File: src/logic/cbs_map.svh
// offsets, flag positions, reset values and cycle counts of the branch/bit/shift unit
`ifndef CBS_MAP_SVH
`define CBS_MAP_SVH

// status flag positions
`define CBS_FLAG_C 0
`define CBS_FLAG_Z 1
`define CBS_FLAG_N 2
`define CBS_FLAG_V 3
`define CBS_FLAG_S 4
`define CBS_FLAG_H 5
`define CBS_FLAG_T 6
`define CBS_FLAG_I 7

// register port offsets
`define CBS_OFF_FLAGS 4'h0
`define CBS_OFF_PC_LO 4'h1
`define CBS_OFF_PC_HI 4'h2

// reset values
`define CBS_FLAGS_RST 8'h00
`define CBS_PC_RST    16'h0000

// cycle counts per operation
`define CBS_CYC_ONE      3'h1
`define CBS_CYC_TWO      3'h2
`define CBS_CYC_THREE    3'h3
`define CBS_CYC_CALL     3'h4
`define CBS_CYC_RETURN   3'h4
`define CBS_CYC_IO_BIT   3'h2

`endif

File: src/logic/cbs_pkg.sv
// types of the branch/bit/shift execution unit
package cbs_pkg;

  typedef enum logic [4:0] {
    CBS_DIRECT_CALL,
    CBS_SUBROUTINE_BACK,
    CBS_INTERRUPT_BACK,
    CBS_COMPARE_SKIP_EQUAL,
    CBS_REGISTER_COMPARE,
    CBS_COMPARE_WITH_CARRY_IN,
    CBS_COMPARE_IMMEDIATE,
    CBS_SKIP_REG_BIT_CLEAR,
    CBS_SKIP_REG_BIT_SET,
    CBS_SKIP_IO_BIT_CLEAR,
    CBS_SKIP_IO_BIT_SET,
    CBS_BRANCH_FLAG_SET,
    CBS_BRANCH_FLAG_CLEAR,
    CBS_BRANCH_SIGNED_GE,
    CBS_BRANCH_UNSIGNED_GE,
    CBS_BRANCH_UNSIGNED_LT,
    CBS_BRANCH_HALF_CARRY_SET,
    CBS_BRANCH_HALF_CARRY_CLEAR,
    CBS_BRANCH_IRQ_ON,
    CBS_BRANCH_IRQ_OFF,
    CBS_IO_BIT_SET_OP,
    CBS_IO_BIT_CLEAR_OP,
    CBS_LOGICAL_RIGHT_SHIFT,
    CBS_ROTATE_LEFT_CARRY,
    CBS_ROTATE_RIGHT_CARRY,
    CBS_ARITH_RIGHT_SHIFT,
    CBS_BIT_TO_TRANSFER_FLAG,
    CBS_TRANSFER_FLAG_TO_BIT,
    CBS_IRQ_GLOBAL_ON,
    CBS_IRQ_GLOBAL_OFF
  } cbs_op_e;

  typedef struct packed {
    cbs_op_e     op;
    logic [7:0]  rd_val;
    logic [7:0]  rr_val;
    logic [7:0]  imm;
    logic [4:0]  rd_idx;
    logic [2:0]  bit_sel;
    logic [2:0]  flag_sel;
    logic [4:0]  io_addr;
    logic [7:0]  io_val;
    logic [6:0]  offset;
    logic [15:0] target;
    logic        next_two_word;
  } cbs_req_s;

  typedef struct packed {
    logic       en;
    logic [4:0] idx;
    logic [7:0] data;
  } cbs_regwr_s;

  typedef struct packed {
    logic       en;
    logic [4:0] addr;
    logic [7:0] data;
  } cbs_iowr_s;

endpackage

File: src/logic/cbs_exec.sv
// execution unit for call/return, compare/skip, branch, I/O bit, shift and T-flag operations
//
// Behaviour
// - direct call loads target, pushes return address, four cycles, flags untouched
// - compare-skip-equal skips next instruction on match; 1/2/3 cycles, no flags
// - compares subtract without writeback, update Z N V C H in one cycle
// - register bit skips skip on bit clear or set; 1/2/3 cycles
// - I/O bit skips skip on I/O bit clear or set; 1/2/3 cycles, no flags
// - branch on flag set adds offset plus one; two cycles taken, else one
// - branch on flag clear adds offset plus one when bit zero; no flags
// - signed ge branch taken when N xor V is zero
// - unsigned ge branches on carry zero, lower branches on carry one
// - half-carry branches test H for one or zero
// - interrupt-state branches test I for one or zero, flag untouched
// - I/O bit set writes only addressed bit to one in two cycles
// - I/O bit clear writes only addressed bit to zero in two cycles
// - logical right shift inserts zero at bit seven, updates Z C N V
// - rotate left moves carry into bit zero, bit seven into carry
// - rotate right moves carry into bit seven, bit zero into carry
// - arithmetic right shift keeps sign bit, updates Z C N V
// - bit store copies register bit into T only
// - bit load writes T into selected register bit, flags untouched
// - global interrupt on and off set or clear I in one cycle
//
// Design decisions made here: the address-and-strobe port and the register offsets.
`timescale 1ns/1ns
`include "cbs_map.svh"

module cbs_exec (
  input  wire logic               clk,
  input  wire logic               rst,
  input  wire logic               op_valid,
  input  wire cbs_pkg::cbs_req_s  op_req,
  output logic                    busy_q,
  output logic                    done_q,
  output logic [15:0]             pc_q,
  output logic [7:0]              flags_q,
  output cbs_pkg::cbs_regwr_s     reg_wr_q,
  output cbs_pkg::cbs_iowr_s      io_wr_q,
  output logic                    stack_push_q,
  output logic [15:0]             stack_wdata_q,
  output logic                    stack_pop_q,
  input  wire logic [15:0]        stack_rdata,
  input  wire logic [3:0]         bus_addr,
  input  wire logic [7:0]         bus_wdata,
  input  wire logic               bus_wr,
  input  wire logic               bus_rd,
  output logic [7:0]              bus_rdata_q
);
  import cbs_pkg::*;

  // ------------------------------------------------------------
  // request decode
  // ------------------------------------------------------------
  cbs_op_e     op;
  logic        accept;
  logic [7:0]  a;
  logic        c_in;
  logic        is_cmp;
  logic        is_skip;
  logic        is_branch;
  logic        is_shift;
  logic        is_return;
  logic        is_io_bit;

  assign op        = op_req.op;
  assign a         = op_req.rd_val;
  assign c_in      = flags_q[`CBS_FLAG_C];
  assign accept    = op_valid & ~busy_q;
  assign is_cmp    = (op == CBS_REGISTER_COMPARE) | (op == CBS_COMPARE_WITH_CARRY_IN)
                   | (op == CBS_COMPARE_IMMEDIATE);
  assign is_skip   = (op == CBS_COMPARE_SKIP_EQUAL) | (op == CBS_SKIP_REG_BIT_CLEAR)
                   | (op == CBS_SKIP_REG_BIT_SET) | (op == CBS_SKIP_IO_BIT_CLEAR)
                   | (op == CBS_SKIP_IO_BIT_SET);
  assign is_branch = (op >= CBS_BRANCH_FLAG_SET) & (op <= CBS_BRANCH_IRQ_OFF);
  assign is_shift  = (op >= CBS_LOGICAL_RIGHT_SHIFT) & (op <= CBS_ARITH_RIGHT_SHIFT);
  assign is_return = (op == CBS_SUBROUTINE_BACK) | (op == CBS_INTERRUPT_BACK);
  assign is_io_bit = (op == CBS_IO_BIT_SET_OP) | (op == CBS_IO_BIT_CLEAR_OP);

  // ------------------------------------------------------------
  // compare: subtraction without writeback
  // ------------------------------------------------------------
  logic [7:0] cmp_b;
  logic       cmp_cin;
  logic [7:0] diff;
  logic       cmp_c;
  logic       cmp_h;
  logic       cmp_v;
  logic       cmp_z;

  assign cmp_b   = (op == CBS_COMPARE_IMMEDIATE) ? op_req.imm : op_req.rr_val;
  assign cmp_cin = (op == CBS_COMPARE_WITH_CARRY_IN) & c_in;
  assign diff    = a - cmp_b - {7'h00, cmp_cin};
  assign cmp_c   = (~a[7] & cmp_b[7]) | (cmp_b[7] & diff[7]) | (diff[7] & ~a[7]);
  assign cmp_h   = (~a[3] & cmp_b[3]) | (cmp_b[3] & diff[3]) | (diff[3] & ~a[3]);
  assign cmp_v   = (a[7] & ~cmp_b[7] & ~diff[7]) | (~a[7] & cmp_b[7] & diff[7]);
  // with carry in, zero only stays set across a multi-byte compare
  assign cmp_z   = (diff == 8'h00)
                 & ((op != CBS_COMPARE_WITH_CARRY_IN) | flags_q[`CBS_FLAG_Z]);

  // ------------------------------------------------------------
  // shifts and rotates through carry
  // ------------------------------------------------------------
  logic [7:0] sh_res;
  logic       sh_c;
  logic       sh_n;

  assign sh_res = (op == CBS_LOGICAL_RIGHT_SHIFT) ? {1'b0, a[7:1]}
                : (op == CBS_ROTATE_LEFT_CARRY)   ? {a[6:0], c_in}
                : (op == CBS_ROTATE_RIGHT_CARRY)  ? {c_in, a[7:1]}
                :                                   {a[7], a[7:1]};
  assign sh_c   = (op == CBS_ROTATE_LEFT_CARRY) ? a[7] : a[0];
  assign sh_n   = sh_res[7];

  // ------------------------------------------------------------
  // branch and skip conditions
  // ------------------------------------------------------------
  logic br_cond;
  logic taken;
  logic skip_cond;
  logic skip;

  assign br_cond =
      (op == CBS_BRANCH_FLAG_SET)         ?  flags_q[op_req.flag_sel]
    : (op == CBS_BRANCH_FLAG_CLEAR)       ? ~flags_q[op_req.flag_sel]
    : (op == CBS_BRANCH_SIGNED_GE)        ? ~(flags_q[`CBS_FLAG_N] ^ flags_q[`CBS_FLAG_V])
    : (op == CBS_BRANCH_UNSIGNED_GE)      ? ~flags_q[`CBS_FLAG_C]
    : (op == CBS_BRANCH_UNSIGNED_LT)      ?  flags_q[`CBS_FLAG_C]
    : (op == CBS_BRANCH_HALF_CARRY_SET)   ?  flags_q[`CBS_FLAG_H]
    : (op == CBS_BRANCH_HALF_CARRY_CLEAR) ? ~flags_q[`CBS_FLAG_H]
    : (op == CBS_BRANCH_IRQ_ON)           ?  flags_q[`CBS_FLAG_I]
    :                                       ~flags_q[`CBS_FLAG_I];
  assign taken = is_branch & br_cond;

  assign skip_cond =
      (op == CBS_COMPARE_SKIP_EQUAL) ? (a == op_req.rr_val)
    : (op == CBS_SKIP_REG_BIT_CLEAR) ? ~a[op_req.bit_sel]
    : (op == CBS_SKIP_REG_BIT_SET)   ?  a[op_req.bit_sel]
    : (op == CBS_SKIP_IO_BIT_CLEAR)  ? ~op_req.io_val[op_req.bit_sel]
    :                                   op_req.io_val[op_req.bit_sel];
  assign skip = is_skip & skip_cond;

  // ------------------------------------------------------------
  // cycle count of the accepted operation
  // ------------------------------------------------------------
  logic [2:0] cyc_n;

  assign cyc_n = (op == CBS_DIRECT_CALL) ? `CBS_CYC_CALL
               : is_return               ? `CBS_CYC_RETURN
               : is_io_bit               ? `CBS_CYC_IO_BIT
               : taken                   ? `CBS_CYC_TWO
               : skip                    ? (op_req.next_two_word ? `CBS_CYC_THREE
                                                                 : `CBS_CYC_TWO)
               :                           `CBS_CYC_ONE;

  // ------------------------------------------------------------
  // next program counter
  // ------------------------------------------------------------
  logic [15:0] pc_inc;
  logic [15:0] pc_off;
  logic [15:0] pc_n;

  assign pc_inc = pc_q + 16'h0001;
  assign pc_off = {{9{op_req.offset[6]}}, op_req.offset};
  assign pc_n   = (op == CBS_DIRECT_CALL) ? op_req.target
                : is_return               ? pc_q
                : taken                   ? pc_inc + pc_off
                : skip                    ? pc_inc + (op_req.next_two_word ? 16'h0002
                                                                           : 16'h0001)
                :                           pc_inc;

  // ------------------------------------------------------------
  // next status flags
  // ------------------------------------------------------------
  logic [7:0] fl_n;
  logic [7:0] fl_cmp;
  logic [7:0] fl_sh;
  logic [7:0] fl_t;

  assign fl_cmp = {flags_q[7:6], cmp_h, diff[7] ^ cmp_v, cmp_v, diff[7], cmp_z, cmp_c};
  assign fl_sh  = {flags_q[7:5], sh_n ^ (sh_n ^ sh_c), sh_n ^ sh_c, sh_n,
                   sh_res == 8'h00, sh_c};
  assign fl_t   = {flags_q[7], a[op_req.bit_sel], flags_q[5:0]};
  assign fl_n   = is_cmp                             ? fl_cmp
                : is_shift                           ? fl_sh
                : (op == CBS_BIT_TO_TRANSFER_FLAG)   ? fl_t
                : (op == CBS_INTERRUPT_BACK)         ? {1'b1, flags_q[6:0]}
                : (op == CBS_IRQ_GLOBAL_ON)          ? {1'b1, flags_q[6:0]}
                : (op == CBS_IRQ_GLOBAL_OFF)         ? {1'b0, flags_q[6:0]}
                :                                      flags_q;

  // ------------------------------------------------------------
  // register and I/O write data
  // ------------------------------------------------------------
  logic [7:0]  bit_mask;
  cbs_regwr_s  reg_wr_n;
  cbs_iowr_s   io_wr_n;

  assign bit_mask      = 8'h01 << op_req.bit_sel;
  assign reg_wr_n.en   = accept & (is_shift | (op == CBS_TRANSFER_FLAG_TO_BIT));
  assign reg_wr_n.idx  = op_req.rd_idx;
  assign reg_wr_n.data = is_shift ? sh_res
                       : flags_q[`CBS_FLAG_T] ? (a | bit_mask)
                       :                        (a & ~bit_mask);
  assign io_wr_n.en    = accept & is_io_bit;
  assign io_wr_n.addr  = op_req.io_addr;
  assign io_wr_n.data  = (op == CBS_IO_BIT_SET_OP) ? (op_req.io_val | bit_mask)
                       :                             (op_req.io_val & ~bit_mask);

  // ------------------------------------------------------------
  // sequencing
  // ------------------------------------------------------------
  logic [2:0] cnt_q;
  logic       back_pop_q;
  logic       back_load_q;
  logic       io_pend_q;
  cbs_iowr_s  io_hold_q;
  logic       bus_flags_wr;

  assign bus_flags_wr = bus_wr & (bus_addr == `CBS_OFF_FLAGS);

  always_ff @(posedge clk) begin
    if (rst) begin
      busy_q <= 1'b0;
      done_q <= 1'b0;
      cnt_q  <= 3'h0;
    end else if (accept) begin
      busy_q <= (cyc_n != `CBS_CYC_ONE);
      done_q <= (cyc_n == `CBS_CYC_ONE);
      cnt_q  <= cyc_n - 3'h1;
    end else if (busy_q) begin
      busy_q <= (cnt_q != 3'h1);
      done_q <= (cnt_q == 3'h1);
      cnt_q  <= cnt_q - 3'h1;
    end else begin
      done_q <= 1'b0;
    end
  end

  always_ff @(posedge clk) begin
    if (rst) begin
      pc_q <= `CBS_PC_RST;
    end else if (back_load_q) begin
      pc_q <= stack_rdata;
    end else if (accept) begin
      pc_q <= pc_n;
    end
  end

  always_ff @(posedge clk) begin
    if (rst) begin
      flags_q <= `CBS_FLAGS_RST;
    end else if (accept) begin
      flags_q <= fl_n;
    end else if (bus_flags_wr) begin
      flags_q <= bus_wdata;
    end
  end

  always_ff @(posedge clk) begin
    if (rst) begin
      stack_push_q  <= 1'b0;
      stack_wdata_q <= 16'h0000;
      stack_pop_q   <= 1'b0;
      back_pop_q    <= 1'b0;
      back_load_q   <= 1'b0;
    end else begin
      stack_push_q  <= accept & (op == CBS_DIRECT_CALL);
      stack_wdata_q <= pc_q + 16'h0002;
      stack_pop_q   <= accept & is_return;
      back_pop_q    <= accept & is_return;
      back_load_q   <= back_pop_q;
    end
  end

  // I/O write lands in the second cycle of the bit operation
  always_ff @(posedge clk) begin
    if (rst) begin
      io_pend_q <= 1'b0;
      io_hold_q <= '0;
      io_wr_q   <= '0;
      reg_wr_q  <= '0;
    end else begin
      io_pend_q <= io_wr_n.en;
      io_hold_q <= io_wr_n;
      io_wr_q   <= io_pend_q ? io_hold_q : '0;
      reg_wr_q  <= reg_wr_n;
    end
  end

  // ------------------------------------------------------------
  // register port
  // ------------------------------------------------------------
  logic [7:0] bus_rsel;

  assign bus_rsel = (bus_addr == `CBS_OFF_FLAGS) ? flags_q
                  : (bus_addr == `CBS_OFF_PC_LO) ? pc_q[7:0]
                  : (bus_addr == `CBS_OFF_PC_HI) ? pc_q[15:8]
                  :                                8'h00;

  always_ff @(posedge clk) begin
    if (rst) begin
      bus_rdata_q <= 8'h00;
    end else begin
      bus_rdata_q <= bus_rd ? bus_rsel : 8'h00;
    end
  end

endmodule

File: config.mk
export PLATFORM = sky130hd
export DESIGN_NAME = cbs_exec
export DESIGN_NICKNAME = d
export VERILOG_FILES = /design/src/logic/cbs_pkg.sv /design/src/logic/cbs_exec.sv
export VERILOG_INCLUDE_DIRS = /design/src /design/src/logic
export SDC_FILE = /design/constraint.sdc
export NUM_CORES = 1
export LEC_CHECK = 0
export ABC_AREA = 1
export BUFFER_PORTS_ARGS = -buffer_cell sky130_fd_sc_hd__clkbuf_2
export CAP_MARGIN = 20
export CORE_UTILIZATION = 55
export CTS_BUF_LIST = sky130_fd_sc_hd__clkbuf_2 sky130_fd_sc_hd__clkbuf_4 sky130_fd_sc_hd__clkbuf_8
export CTS_CLUSTER_DIAMETER = 200
export CTS_CLUSTER_SIZE = 14
export DETAILED_ROUTE_END_ITERATION = 10
export PLACE_DENSITY = 0.82
export SYNTH_ARGS = -nofsm -noshare
export SYNTH_HDL_FRONTEND = slang
export SYNTH_SLANG_ARGS = --single-unit
File: constraint.sdc
create_clock -name clk -period 6.5 [get_ports clk]
set_clock_uncertainty 0.2 [all_clocks]
set_input_delay 1.625 -clock clk [delete_from_list [all_inputs] [get_ports clk]]
set_output_delay 1.625 -clock clk [all_outputs]
set_load 0.05 [all_outputs]
==> results.md, run 1 <==
- Root buffer cell: clkbuf_8
- Post-Syn Area per Cell: 6.19 um^2
- Antenna violations before repair: 0
- Cells resized by post-CTS repair: 0
- CTS Sinks: 98
- Cell taking the most area after synthesis: dfxtp_1
- RSZ-0062 raised after global routing: false
- First-pass GRT wire length: 37900 um
- Max FO, Critical Path: 12
- Post-Synth XOR/XNOR Area: 0.0443
- Syn Inst Count: 1214
- RR Startpoint: pc_q[1]
- CP max stage cell: fa_1
- Power per cell area: 189 nW/um^2
- FF-to-FF setup slack: 3.02 ns
- Clock buffer depth: 2
- CP cell instances: clkbuf_2 -> inv_2 -> nor2_1 -> nand2_1 -> inv_1 -> nand2_1 -> mux2_2 -> fa_1 -> inv_1 -> ha_1 -> nand2_1 -> nand2_1 -> nand4_1 -> nand3_1 -> xor2_1 -> o21ai_0 -> o21ai_0 -> a41oi_1
- Yosys cell types: 52
- Skew-Pair Late Insertion Delay: 0.38 ns
- Main synth FF type: dfxtp_1
- Adder-Cell Fraction of Synth Area: 0.0740
- Die width: 119 um
- Largest net degree at the start of global routing: 44
- CP required: 6.55 ns
- CTS tree: yes
- Initial DRT Pass Iterations: 6
- Most Frequent Cell on Critical Path: nand2_1
- Synth Area in Compound Gates: 0.162
- Setup Buffers After CTS: 0
- Main combinational cell family by area after synthesis: simple AND/OR/NAND/NOR gates
- Outcome: complete, no violations
- Total gr overflow: 0
- GRT Total Usage: 0.336
- Port bufs: 189
- Antenna cells: 0
- Worst min path class: register to register
- GP Congestion: 0.958
- Inst Count DP: 1555
- Post-CTS Hold Fix Bufs: 0
- Initial drt markers: 871
- HP Start: io_hold_q[1]
- Top Usage Layer GRT: met2
- Data arrival, critical path: 4.65 ns
- Via/cell ratio: 5.46
- Max-Cap Viols: 0
- Vias in the first global route: 7772
- Fin nets: 1542
- Num ports: 190
- Final period util: 0.707
- Number of flops mapped to enable cells by yosys: 0
- Hold Path Cell Cnt: 2
- CP bufs+invs: 4
- Die area: 14100 um^2
- Final slew viol count: 0
- Fin area: 8770 um^2
- Placed cell areas: 8570 um^2
- Initial Util: 0.565
- Synth Area in Simple Gates: 0.340
- Fin cells: 1571
- Synth top area cells: dfxtp_1, nand2_1, inv_1, nor2_1, ha_1
- DP Wirelength: 18800 um
- Asr flop ratio synth: 0
- Max rail drop VDD: 128 uV
- Row Count: 42
- H-tree depth: 3
- Slew headroom: 0.423
- Post-synthesis sequential area ratio: 0.261
- Register clock-pin slew on the reported worst setup and hold paths: 0.11 ns
- Syn Std Cell Area: 7510 um^2
- Die Y: 119 um
- Vias after detailed routing: 8579
- Met3 usage: 0.0522
- Hold Vio Cnt, Final: 0
- R2R cell count: 17
- R2R Path End: pc_q[12]
- DRC viols: 0
- Area grow syn2layout: 16.7%
- Syn. warnings: 0
- Share of the synthesized area in the top cell type: 0.261
- Synth Net Count: 1366
- Met1 global-route usage: 0.476
- Hold path endpoint: io_wr_q[1]
- Setup TNS: 0 ns
- Antenna Violating Nets Remaining: 0
- Max Clock Freq: 218 MHz
- Core area: 13300 um^2
- P_leak: 0.00450 uW
- TritonCTS Buffers: 9
- Setup crit end kind: register
- Post-layout min period: 4.59 ns
- Final setup violation count: 0
- Register bit total from synthesis: 98
- Drt wl/cell: 14.9 um
- Final WL: 23300 um
- Layout cells sized above 1: 0.191
- Slowest stage delay, CP: 0.43 ns
- Worst Path Class, Setup: input pin to register
- Least-Margin Pin Slew: 0.864 ns
- Mux cell area share after synthesis: 0.00600
- Top Family by Delay on Critical Path: simple AND/OR/NAND/NOR gates
- Met2 Use GR: 0.516
- Power, Total: 1660 uW
- CP Launch Type: input pin
## power by group
| group | switching (uW) | internal [uW] |
|---|---|---|
| combinational | 407 | 180 |
| sequential | 35.0 | 636 |
| clock | 248 | 151 |
## cell families after synthesis
kind of cell,after synthesis
AND/OR/NAND/NOR,594
AO/OA/AOI/OAI,224
buffers and inverters,217
flip-flops,98
adder cells (fa/ha/maj),42
XOR/XNOR,35
multiplexers,4
## how the worst max path moves through the flow
stage / slack, ns / cells after the start / startpoint / end
after floorplan: 1.97 / 17 / op_req[73] / flags_q[1]
after global placement: 1.65 / 18 / op_req[74] / flags_q[1]
after detailed placement: 1.56 / 18 / op_req[74] / flags_q[3]
after CTS: 1.96 / 18 / op_req[74] / flags_q[3]
after global routing: 1.64 / 18 / op_req[74] / flags_q[3]
final: 1.91 / 18 / op_req[74] / flags_q[3]
## registers in the layout, indices dropped and copies added, names as in the netlist
register,count
pc_q,16
io_wr_q,14
busy_q,1
back_load_q,1
stack_wdata_q,16
done_q,1
stack_push_q,1
flags_q,8
io_hold_q,14
cnt_q,3
reg_wr_q,14
back_pop_q,1
bus_rdata_q,8
## worst min-delay path, cell delays in order, from the launching register on
cell     delay (ns)
dfxtp_1        0.31
inv_1          0.04
nor2_1         0.03
## cell usage in the layout (no fill, tap or decap), drive strengths merged
master	netlist	routed
a211oi	1	1
a21o	1	1
a21oi	94	94
a221oi	2	2
a22o	1	1
a2bb2oi	1	1
a31o	1	1
a31oi	5	5
a41oi	1	1
buf	10	3
clkbuf	17	198
clkinv	0	3
dfxtp	98	98
fa	4	4
ha	38	38
inv	190	194
mux2	4	4
nand2	302	302
nand3	85	85
nand3b	1	1
nand4	20	20
nor2	162	162
nor3	14	14
nor3b	1	1
nor4	3	3
o2111ai	1	1
o211ai	4	4
o21ai	93	93
o21bai	4	4
o221ai	1	1
o22a	1	1
o22ai	10	10
o311ai	1	1
o31a	1	1
o31ai	1	1
or2	6	6
xnor2	9	9
xor2	26	26
## final cells by class
type | count | area (um^2)
multi-input combinational | 899 | 4710
timing repair buffer | 192 | 968
clock buffer | 9 | 124
sequential | 98 | 1960
tap | 176 | 220
fill | 1296 | 4530
inverter | 190 | 713
clock inverter | 7 | 70.1
## Yosys cell counts, drive strengths merged (2+ instances only)
cell type    n
nand3       85
o21ai       93
nor4         3
dfxtp       98
nand4       20
a31oi        5
or2          6
xnor2        9
clkbuf      17
o21bai       4
mux2         4
a21oi       94
nor2       162
nor3        14
fa           4
nand2      302
o22ai       10
a221oi       2
buf         10
xor2        26
o211ai       4
ha          38
inv        190
## per-stage QoR
stage	hold WS, ns	util	worst slack, ns
after global placement	0.194	0.645	1.65
after detailed placement	0.200	0.645	1.56
after global routing	0.215	0.659	1.64
final	0.204	0.659	1.91
after floorplan	0.194	-	1.97
after CTS	0.204	0.659	1.96
## metal layers
layer | routed length, um | vias to the layer above
li1 | - | 4255
met1 | 10600 | 3844
met2 | 10100 | 428
met3 | 1990 | 52
met4 | 632 | 0
met5 | 0 | -
No activity file was read; power rests on OpenSTA's default activity.
==> inputs of run 2 (changes only) <==
--- a/config.mk
+++ b/config.mk
@@ -6,7 +6,7 @@
 export SDC_FILE = /design/constraint.sdc
 export NUM_CORES = 1
 export LEC_CHECK = 0
-export ABC_AREA = 1
+export ABC_AREA = 0
 export BUFFER_PORTS_ARGS = -buffer_cell sky130_fd_sc_hd__clkbuf_2
 export CAP_MARGIN = 20
 export CORE_UTILIZATION = 55
@@ -14,7 +14,7 @@
 export CTS_CLUSTER_DIAMETER = 200
 export CTS_CLUSTER_SIZE = 14
 export DETAILED_ROUTE_END_ITERATION = 10
-export PLACE_DENSITY = 0.82
+export PLACE_DENSITY = 0.83
 export SYNTH_ARGS = -nofsm -noshare
 export SYNTH_HDL_FRONTEND = slang
 export SYNTH_SLANG_ARGS = --single-unit
==> constraint.sdc (replaced) <==
create_clock -name clk -period 4.7 [get_ports clk]
set_clock_uncertainty 0.2 [all_clocks]
set_input_delay 1.175 -clock clk [delete_from_list [all_inputs] [get_ports clk]]
set_output_delay 1.175 -clock clk [all_outputs]
set_load 0.05 [all_outputs]
==> run 2 against run 1 <==
Compared with the run above: global-route usage fell by 1.7 points; largest cell class unchanged; combinational power rose by 46%; wire length fell by 8.5%; design area fell by 3.6%; sequential power rose by 39%; core utilization rose by 1.3 points; register-to-register slack got worse by 2.6 ns; clock power rose by 43%; flip-flop and latch count did not move; highest routed layer unchanged; power rose by 42%; die area fell by 6.0%; setup slack got worse by 1.5 ns.
==> results.md, run 2 <==
- Outcome: complete, no violations
- Cells resized by post-CTS repair: 0
- R2R Path End: pc_q[15]
- Setup crit end kind: register
- Min Hold Slack: 0.228 ns
- TritonCTS Buffers: 9
- Die area: 13300 um^2
- Initial drt markers: 943
- CTS tree: yes
- Die Y: 115 um
- Layout cells sized above 1: 0.251
- Initial DRT Pass Iterations: 5
- Vias after detailed routing: 7522
- Critical path destination: pc_q[15]
- Syn Std Cell Area: 7050 um^2
- Final setup violation count: 0
- Most frequent cells in the layout: clkbuf_2, dfxtp_1, nor2_1
- Setup TNS: 0 ns
- Initial Util: 0.561
- Post-synthesis sequential area ratio: 0.278
- Antenna violations before repair: 0
- DP Wirelength: 16500 um
- FF-to-FF setup slack: 0.40 ns
- Max FO, Critical Path: 8
- Row Count: 41
- Synth Net Count: 1047
- DRC viols: 0
- CP Launch Type: register
- Cell taking the most area after synthesis: dfxtp_1
- Biggest regs: pc_q (16), stack_wdata_q (16)
- Antenna cells: 0
- First-pass GRT wire length: 32700 um
- Data arrival, critical path: 4.43 ns
- P_leak: 0.00374 uW
- Hold Vio Cnt, Final: 0
- Worst Path Class, Setup: register to register
- GP Congestion: 0.951
- Syn Inst Count: 895
- Place WS: 0.0622 ns
- Setup Buffers After CTS: 0
- Die width: 115 um
- H-tree depth: 3
- Least-Margin Pin Slew: 0.675 ns
- Max-Cap Viols: 0
- Core area: 12600 um^2
- Num ports: 190
- Skew-Pair Late Insertion Delay: 0.40 ns
- GRT Total Usage: 0.318
- Final slew viol count: 0
- Most common cell after layout, fill and taps aside: clkbuf_2
- Drt wl/cell: 17.1 um
- Total gr overflow: 0
- Antenna Violating Nets Remaining: 0
- Worst min path class: register to register
- Fill cell count: 1093
- Register bit total from synthesis: 98
- Post-Syn Area per Cell: 7.88 um^2
- Final worst slack: 0.405 ns
- Slew headroom: 0.546
- Post-layout util: 0.672
- Synth cell count leaders: dfxtp_1, nor2_1, nand2_1, a21oi_1, inv_1
- Port bufs: 189
- Final WL: 21400 um
- Vias in the first global route: 6564
- CP Launch Point: pc_q[1]
- Syn. warnings: 0
- CTS Sinks: 98
- Number of flops mapped to enable cells by yosys: 0
- Count leader, synth: dfxtp_1
- Power per cell area: 279 nW/um^2
- Fin nets: 1223
- Register clock-pin slew on the reported worst setup and hold paths: 0.12 ns
- Largest net degree at the start of global routing: 51
- Synth top area cells: dfxtp_1, ha_1, xnor2_1, nor2_1, a21oi_1
- R2R cell count: 13
- Asr flop ratio synth: 0
- Fin area: 8450 um^2
- Placed cell areas: 8240 um^2
- Max Clock Freq: 233 MHz
- RSZ-0062 raised after global routing: false
- Max rail drop VDD: 177 uV
- Post-CTS Hold Fix Bufs: 0
- Post-layout min period: 4.30 ns
- Clock buffer depth: 2
- RR Startpoint: pc_q[1]
- Area grow syn2layout: 19.8%
- Main synth FF type: dfxtp_1
- Share of the synthesized area in the top cell type: 0.278
- Root buffer cell: clkbuf_8
- CP required: 4.83 ns
- Yosys cell types: 72
- Via/cell ratio: 6.03
- Final period util: 0.914
run 2: logic make-up (layout without fill, tap and decap cells):
kind of cell / Yosys count / in the layout / share of synthesized area
and+or+nand+nor: 326 / 326 / 0.235
AOI/OAI and AO/OA: 224 / 224 / 0.212
buffers and inverters: 107 / 288 / 0.0596
DFF: 98 / 98 / 0.278
xor gates and xnor gates: 56 / 56 / 0.0695
adders and majority gates: 42 / 42 / 0.0788
muxes: 42 / 42 / 0.0670
run 2: worst min path at each step:
stage	startpoint	slack [ns]	cells after the start	endpoint
6_report	io_hold_q[4]	0.23	1	io_wr_q[4]
4_1_cts	io_hold_q[4]	0.23	1	io_wr_q[4]
3_3_place_gp	io_hold_q[2]	0.21	1	io_wr_q[2]
3_5_place_dp	io_hold_q[4]	0.21	1	io_wr_q[4]
2_1_floorplan	io_hold_q[0]	0.21	1	io_wr_q[0]
5_1_grt	io_hold_q[4]	0.24	1	io_wr_q[4]
run 2: area by class of cell:
type	count	area, um^2	share of cell area
well taps	172	215	0.0255
multi-input cells	690	4700	0.556
repair buffers	219	1170	0.139
inverters	53	199	0.0235
clock buffers	9	124	0.0147
flip-flops and latches	98	1960	0.232
clock inverters	7	81.3	0.00963
run 2: power by group:
group	leakage [uW]	switching, uW	internal (uW)	total (uW)
clock network	0.000104	358	214	572
logic	0.00284	544	312	857
registers	0.000802	52.2	879	931
run 2: per-layer routing:
metal / global-route usage / part of all wire / up-vias
met5: 0 / 0 / -
met4: 0.132 / 0.029 / 0
met3: 0.0691 / 0.10 / 59
met2: 0.492 / 0.44 / 422
met1: 0.428 / 0.43 / 3453
li1: - / - / 3588
run 2: critical path, cell delays in order, from the launching register on:
cell      delay (ns)
dfxtp_1         0.60
ha_1            0.48
nand4_1         0.21
xor2_1          0.34
inv_1           0.17
ha_1            0.42
nand4_1         0.11
or3_1           0.32
a31o_2          0.26
a21oi_1         0.37
a311oi_1        0.16
a211o_1         0.31
mux2i_1         0.13
nor3_1          0.17
run 2: stage by stage:
stage	cells	total power (uW)
floorplan	895	1540
global placement	1232	1770
detailed placement	1232	1780
CTS	1248	2340
global route	1248	2470
finish	1248	2360
